--- src/lq_access_pkg.sv ---
package lq_access_pkg;

  // ==========================================================
  // Register map
  localparam logic [4:0] THRESHOLD_ACCESS_ADDR = 5'h1e;
  localparam int REG_WIDTH = 16;

  // ==========================================================
  // Field layout of the threshold access register
  localparam int RESERVED_MSB = 15;
  localparam int RESERVED_LSB = 14;
  localparam int SAMPLE_BIT = 13;
  localparam int TRIGGER_BIT = 12;
  localparam int PSEL_MSB = 11;
  localparam int PSEL_LSB = 9;
  localparam int LH_BIT = 8;
  localparam int DATA_MSB = 7;
  localparam int DATA_LSB = 0;

  // ==========================================================
  // Reset values and sizes
  localparam logic [7:0] DATA_RESET = 8'h80;
  localparam logic [7:0] THRESHOLD_RESET = 8'h80;
  localparam logic [2:0] PSEL_RESET = 3'h0;
  localparam int DATA_WIDTH = 8;
  localparam int NUM_PARAMS = 6;
  localparam int NUM_THRESHOLDS = 2 * NUM_PARAMS;
  localparam int INDEX_WIDTH = 4;

  // ==========================================================
  // Monitored parameter encodings
  typedef enum logic [2:0] {
    PARAM_EQUALISER = 3'h0,
    PARAM_GAIN = 3'h1,
    PARAM_BASELINE = 3'h2,
    PARAM_FREQ_OFFSET = 3'h3,
    PARAM_FREQ_CONTROL = 3'h4,
    PARAM_VARIANCE = 3'h5
  } param_sel_t;

endpackage

--- src/threshold_store.sv ---
`timescale 1ns/1ns
module threshold_store
  import lq_access_pkg::*;
#(
  parameter int ENTRIES = lq_access_pkg::NUM_THRESHOLDS,
  parameter int WIDTH = lq_access_pkg::DATA_WIDTH
)
(
  input wire logic clk_in,
  input wire logic reset_in,
  input wire logic wr_en_in,
  input wire logic [lq_access_pkg::INDEX_WIDTH-1:0] wr_index_in,
  input wire logic [WIDTH-1:0] wr_data_in,
  input wire logic [lq_access_pkg::INDEX_WIDTH-1:0] rd_index_in,
  output logic [WIDTH-1:0] rd_data_out,
  output logic [ENTRIES*WIDTH-1:0] thresholds_out
);

  logic [WIDTH-1:0] entry [ENTRIES];

  // ==========================================================
  // One flip-flop byte per threshold
  genvar g;
  generate
    for (g = 0; g < ENTRIES; g++)
    begin : g_entry
      logic [WIDTH-1:0] next_entry;
      always_comb
      begin
        next_entry = entry[g];
        if (wr_en_in && (int'(wr_index_in) == g))
        begin
          next_entry = wr_data_in;
        end
      end
      always_ff @(posedge clk_in)
      begin
        if (reset_in)
        begin
          entry[g] <= WIDTH'(THRESHOLD_RESET);
        end
        else
        begin
          entry[g] <= next_entry;
        end
      end
      assign thresholds_out[g*WIDTH +: WIDTH] = entry[g];
    end
  endgenerate

  // Unused encodings read as zero
  always_comb
  begin
    rd_data_out = '0;
    if (int'(rd_index_in) < ENTRIES)
    begin
      rd_data_out = entry[rd_index_in];
    end
  end

endmodule // threshold_store

--- src/link_quality_threshold_access.sv ---
// Operation
// - Bits 15:14 ignore writes and always read as zero.
// - Setting sample control starts sampling and data field returns parameter values.
// - Writing trigger one stores data into the selected threshold.
// - Trigger bit is a strobe and always reads zero.
// - Parameter select codes 000 to 101 name the six monitored parameters.
// - One parameter select serves both sampling and threshold access.
// - Low/high select zero picks low threshold, one picks high.
// - For variance, low/high picks byte of bits 23:16 or 31:24.
// - Data field resets to 0x80 and carries the value written.
// - With sampling off, reads return the selected threshold.
// - With sampling on, reads return the captured value, held until resampled.
// - Threshold writes are ignored while the device is powered down.
// - Monitor runs only while enabled and a 100 Mb link is valid.
`timescale 1ns/1ns
module link_quality_threshold_access
(
  input wire logic clk_in,
  input wire logic reset_in,
  input wire logic [4:0] reg_addr_in,
  input wire logic reg_wr_in,
  input wire logic reg_rd_in,
  input wire logic [lq_access_pkg::REG_WIDTH-1:0] reg_wdata_in,
  output logic [lq_access_pkg::REG_WIDTH-1:0] reg_rdata_out,
  input wire logic power_down_in,
  input wire logic monitor_enable_in,
  input wire logic link_100_valid_in,
  input wire logic [7:0] equaliser_coefficient_in,
  input wire logic [7:0] gain_control_parameter_in,
  input wire logic [7:0] baseline_wander_parameter_in,
  input wire logic [7:0] frequency_offset_in,
  input wire logic [7:0] frequency_control_in,
  input wire logic [31:0] variance_in,
  output logic monitor_active_out,
  output logic [lq_access_pkg::NUM_THRESHOLDS*lq_access_pkg::DATA_WIDTH-1:0] thresholds_out
);
  import lq_access_pkg::*;

  logic sample_control;
  logic [2:0] parameter_select;
  logic low_high_select;
  logic [7:0] threshold_data_field;
  logic [7:0] sample_value;
  logic next_sample_control;
  logic [2:0] next_parameter_select;
  logic next_low_high_select;
  logic [7:0] next_threshold_data_field;
  logic [7:0] next_sample_value;
  logic [15:0] next_rdata;
  logic next_monitor_active;
  logic reg_hit;
  logic wr_hit;
  logic threshold_write;
  logic [7:0] thr_sel_value;
  logic [7:0] live_value;
  logic [2:0] wr_psel;
  logic wr_lh;

  // ==========================================================
  // Register decode
  assign reg_hit = (reg_addr_in == THRESHOLD_ACCESS_ADDR);
  assign wr_hit = reg_wr_in && reg_hit;
  assign wr_psel = reg_wdata_in[PSEL_MSB:PSEL_LSB];
  assign wr_lh = reg_wdata_in[LH_BIT];
  // Power-down blocks the store; the trigger itself is never held
  assign threshold_write = wr_hit && reg_wdata_in[TRIGGER_BIT] && !power_down_in;

  // ==========================================================
  // Threshold storage, indexed by {parameter, low/high}
  threshold_store #(
    .ENTRIES(NUM_THRESHOLDS),
    .WIDTH(DATA_WIDTH)
  ) u_store (
    .clk_in(clk_in),
    .reset_in(reset_in),
    .wr_en_in(threshold_write),
    .wr_index_in({wr_psel, wr_lh}),
    .wr_data_in(reg_wdata_in[DATA_MSB:DATA_LSB]),
    .rd_index_in({parameter_select, low_high_select}),
    .rd_data_out(thr_sel_value),
    .thresholds_out(thresholds_out)
  );

  // ==========================================================
  // Live parameter selection, driven by the fields of the current write
  always_comb
  begin
    case (param_sel_t'(wr_psel))
      PARAM_EQUALISER: live_value = equaliser_coefficient_in;
      PARAM_GAIN: live_value = gain_control_parameter_in;
      PARAM_BASELINE: live_value = baseline_wander_parameter_in;
      PARAM_FREQ_OFFSET: live_value = frequency_offset_in;
      PARAM_FREQ_CONTROL: live_value = frequency_control_in;
      PARAM_VARIANCE: live_value = wr_lh ? variance_in[31:24] : variance_in[23:16];
      default: live_value = 8'h00;
    endcase
  end

  // ==========================================================
  // Control fields and sample capture
  always_comb
  begin
    next_sample_control = sample_control;
    next_parameter_select = parameter_select;
    next_low_high_select = low_high_select;
    next_threshold_data_field = threshold_data_field;
    next_sample_value = sample_value;
    next_monitor_active = monitor_enable_in && link_100_valid_in;
    if (wr_hit)
    begin
      // Bits 15:14 and the trigger are not stored
      next_sample_control = reg_wdata_in[SAMPLE_BIT];
      next_parameter_select = wr_psel;
      next_low_high_select = wr_lh;
      next_threshold_data_field = reg_wdata_in[DATA_MSB:DATA_LSB];
      // A frozen monitor has no fresh value, so the old capture is kept
      if (reg_wdata_in[SAMPLE_BIT] && monitor_active_out)
      begin
        next_sample_value = live_value;
      end
    end
  end

  always_comb
  begin
    next_rdata = 16'h0000;
    if (reg_rd_in && reg_hit)
    begin
      next_rdata[SAMPLE_BIT] = sample_control;
      next_rdata[PSEL_MSB:PSEL_LSB] = parameter_select;
      next_rdata[LH_BIT] = low_high_select;
      next_rdata[DATA_MSB:DATA_LSB] = sample_control ? sample_value : thr_sel_value;
    end
  end

  always_ff @(posedge clk_in)
  begin
    if (reset_in)
    begin
      sample_control <= 1'b0;
      parameter_select <= PSEL_RESET;
      low_high_select <= 1'b0;
      threshold_data_field <= DATA_RESET;
      sample_value <= 8'h00;
      reg_rdata_out <= 16'h0000;
      monitor_active_out <= 1'b0;
    end
    else
    begin
      sample_control <= next_sample_control;
      parameter_select <= next_parameter_select;
      low_high_select <= next_low_high_select;
      threshold_data_field <= next_threshold_data_field;
      sample_value <= next_sample_value;
      reg_rdata_out <= next_rdata;
      monitor_active_out <= next_monitor_active;
    end
  end
endmodule // link_quality_threshold_access

--- config.mk ---
export PLATFORM = sky130hd
export DESIGN_NAME = link_quality_threshold_access
export DESIGN_NICKNAME = d
export VERILOG_FILES = /design/src/lq_access_pkg.sv /design/src/threshold_store.sv /design/src/link_quality_threshold_access.sv
export SDC_FILE = /design/constraint.sdc
export NUM_CORES = 1
export LEC_CHECK = 0
export BUFFER_PORTS_ARGS = -buffer_cell sky130_fd_sc_hd__buf_2
export CORE_MARGIN = 2
export CORE_UTILIZATION = 54
export DETAILED_ROUTE_END_ITERATION = 8
export GPL_TIMING_DRIVEN = 1
export PLACE_DENSITY_LB_ADDON = 0.05
export SYNTH_ARGS = -nofsm -noshare
export SYNTH_HDL_FRONTEND = slang
export SYNTH_SLANG_ARGS = --single-unit
--- constraint.sdc ---
create_clock -name clk_in -period 4.87 [get_ports clk_in]
set_input_delay 0 -clock clk_in [delete_from_list [all_inputs] [get_ports clk_in]]
set_output_delay 0 -clock clk_in [all_outputs]
set_load 0.05 [all_outputs]
==> out/results.tsv <==
metric	value	unit
synth_seq_cells	127	
holdWs	0.0276	ns
port_buffers	191	
startpoint_type	input port	
slew_headroom	0.226	
period_minus_slack	2.47	ns
wl	17700	um
clkLatencyLatePin	0.51	ns
avgRoutedWirePerCell	19.2	um
status	completed	
drv_cap	0	
cts_tree	done	
crit_fanout	1	
period_share	0.507	
fin_ws	2.40	ns
cts-buffers-inserted	17	
yosysSeqAreaShare	0.427	
initial_core_util	0.552	
vias	5137	
hold_path_class	in -> reg	
p_per_area	330	nW/um^2
num_io_pins	213	
syn_area_per_cell	10.6	sq um
skew	0.00634	ns
crit_type	in -> reg	
slew_viol_final	0	
syn2layout_area_growth	33.8	%
end_kind	flip-flop	
nets	874	
die_area	11900	sq um
fillers	802	
multi_input_area	3180	sq um
dieHeight	109	um
final_util	0.739	
setup_violations	0	
max_freq	0.405	GHz
clkTransAtPathRegs	0.06	ns
cts-resized-gates	0	
grt_overflow_total	0	
root_buffer	clkbuf_8	
dr.pass1.iters	5	
clockBufferDepth	2	
grt_max_degree	113	
hpwlAfterDp	11800	um
preCtsSetupSlack	2.58	ns
num_rows	38	
syn_inst	564	
diodes	0	
tns	0	ns
rsz0062_at_grt	false	
cts_sinks	127	
synthesis.area	5960	sq um
finalHoldViolations	0	
critical_path_required	5.23	ns
ys_types	41	
coreArea	10800	sq um
postRouteAntennaNets	0	
tightest_slew	1.16	ns
antenna_found_initial	0	
drc	0	
drt-initial-drc-count	357	
power.static_leakage	3.26	nW
vdd_ir_drop_max	0.249	mV
viasPerCell	5.55	
post_cts_buffers	0	
seqCellArea	2540	sq um
gp_congestion	0.823	
cts_max_level	4	
ys_warn_count	0	
grt_pass1_wl	26100	um
arrival	2.83	ns
layout-drive-gt1-share	0.342	
grt_usage	0.294	
die_w	109	um
grt_pass1_vias	5008	
cells in the mapped netlist, drive strengths merged:
master	n	area (sq um)
dfxtp	127	2540
mux2i	111	1110
nor2	94	353
clkbuf	29	110
nand2	26	97.6
mux4	24	541
a21oi	22	110
inv	15	56.3
buf	13	78.8
nor4	13	268
a211o	12	105
nor2b	12	75.1
nand3b	10	91.3
o221ai	9	78.8
nand2b	5	31.3
o22ai	5	31.3
o32ai	5	43.8
and2	4	25.0
nand3	4	32.5
or3b	4	37.5
nor3	3	15.0
or2	3	18.8
a221oi	2	17.5
and3	2	12.5
o221a	2	22.5
or3	2	12.5
a211oi	1	7.51
conb	1	3.75
nand4	1	6.26
nor3b	1	7.51
o21ai	1	5.00
or4bb	1	11.3
sequential cells by signal, indices dropped and copies added (netlist names), named ones only:
register            count
low_high_select         1
monitor_active_out      1
parameter_select        3
reg_rdata_out          13
sample_control          1
sample_value            8
u_store.entry          96
critical path: stages:
cell and delay (ns):
dlygate4sd3_1 0.56, buf_2 0.14, mux2i_1 0.14, dlygate4sd3_1 0.57, o22ai_1 0.08, dlygate4sd3_1 0.55
a21oi_1 0.13, dlygate4sd3_1 0.58, o32ai_1 0.07
layout by cell type, fill, tap and decap left out, types with 2 or more instances in the layout:
cell type,synthesis,final
conb_1,1,3
a211o_1,12,12
buf_2,3,190
nor2b_1,12,12
dfxtp_1,127,127
buf_4,5,3
and3_1,2,2
and2_1,4,4
o221a_2,2,2
nand3b_1,8,8
nor2_1,94,94
clkinvlp_4,0,3
a221oi_1,2,2
dlygate4sd3_1,0,38
or3_1,2,2
o221ai_1,9,9
o32ai_1,5,5
inv_1,15,15
nor4_4,12,12
bufinv_16,0,6
o22ai_1,5,5
or3b_1,3,3
mux4_2,24,24
nand2_1,26,26
clkbuf_16,0,16
a21oi_1,22,22
nand2b_1,5,5
or2_2,3,3
nand3_1,3,3
clkbuf_8,0,4
nor3_1,3,3
mux2i_1,111,111
logic make-up after synthesis:
| family | synth area share |
|---|---|
| mux | 0.277 |
| flops | 0.427 |
| other cells | 0.000629 |
| compound gates | 0.0708 |
| simple gates | 0.184 |
| buf+inv | 0.0411 |
worst paths after layout:
| path | end | cells past startpoint | slack, ns | from |
|---|---|---|---|---|
| setup reg to reg | sample_value[6] | 5 | 2.56 | monitor_active_out |
| hold reg to reg | reg_rdata_out[7] | 2 | 0.47 | sample_value[7] |
| hold / removal | sample_value[2] | 5 | 0.03 | gain_control_parameter_in[2] |
| setup / recovery | sample_value[1] | 9 | 2.40 | equaliser_coefficient_in[1] |
cell type report:
cell class | instances | share of cell area
tap | 140 | 0.0220
multi-input combinational | 382 | 0.399
inverter | 15 | 0.00706
sequential | 127 | 0.319
timing repair buffer | 231 | 0.170
clock inverter | 10 | 0.0260
clock buffer | 21 | 0.0576
through the flow:
stage | std cells | total power, mW | instance area, sq um
final | 926 | 2.63 | 7970
after floorplan | 566 | 1.15 | 5970
after global placement | 857 | 1.20 | 6930
after detailed placement | 857 | 1.20 | 6930
after CTS | 926 | 2.63 | 7970
after global routing | 926 | 2.69 | 7970
where the power goes:
group	total [mW]	switching [mW]	internal [mW]
clock network	1.42	0.446	0.972
logic	0.170	0.0960	0.0735
registers	1.04	0.00120	1.04
total	2.63	0.543	2.09
layer usage:
| metal | part of all wire | GRT usage |
|---|---|---|
| met1 | 0.40 | 0.344 |
| met2 | 0.51 | 0.516 |
| met3 | 0.079 | 0.0849 |
| met4 | 0.016 | 0.0980 |
| met5 | 0 | 0 |
what timing repair did:
action,CTS,global route
setup endpoints to repair,0,0
hold buffers,38,0
endpoints found under the hold margin,116,0
Power figures use the tool's default switching activity.
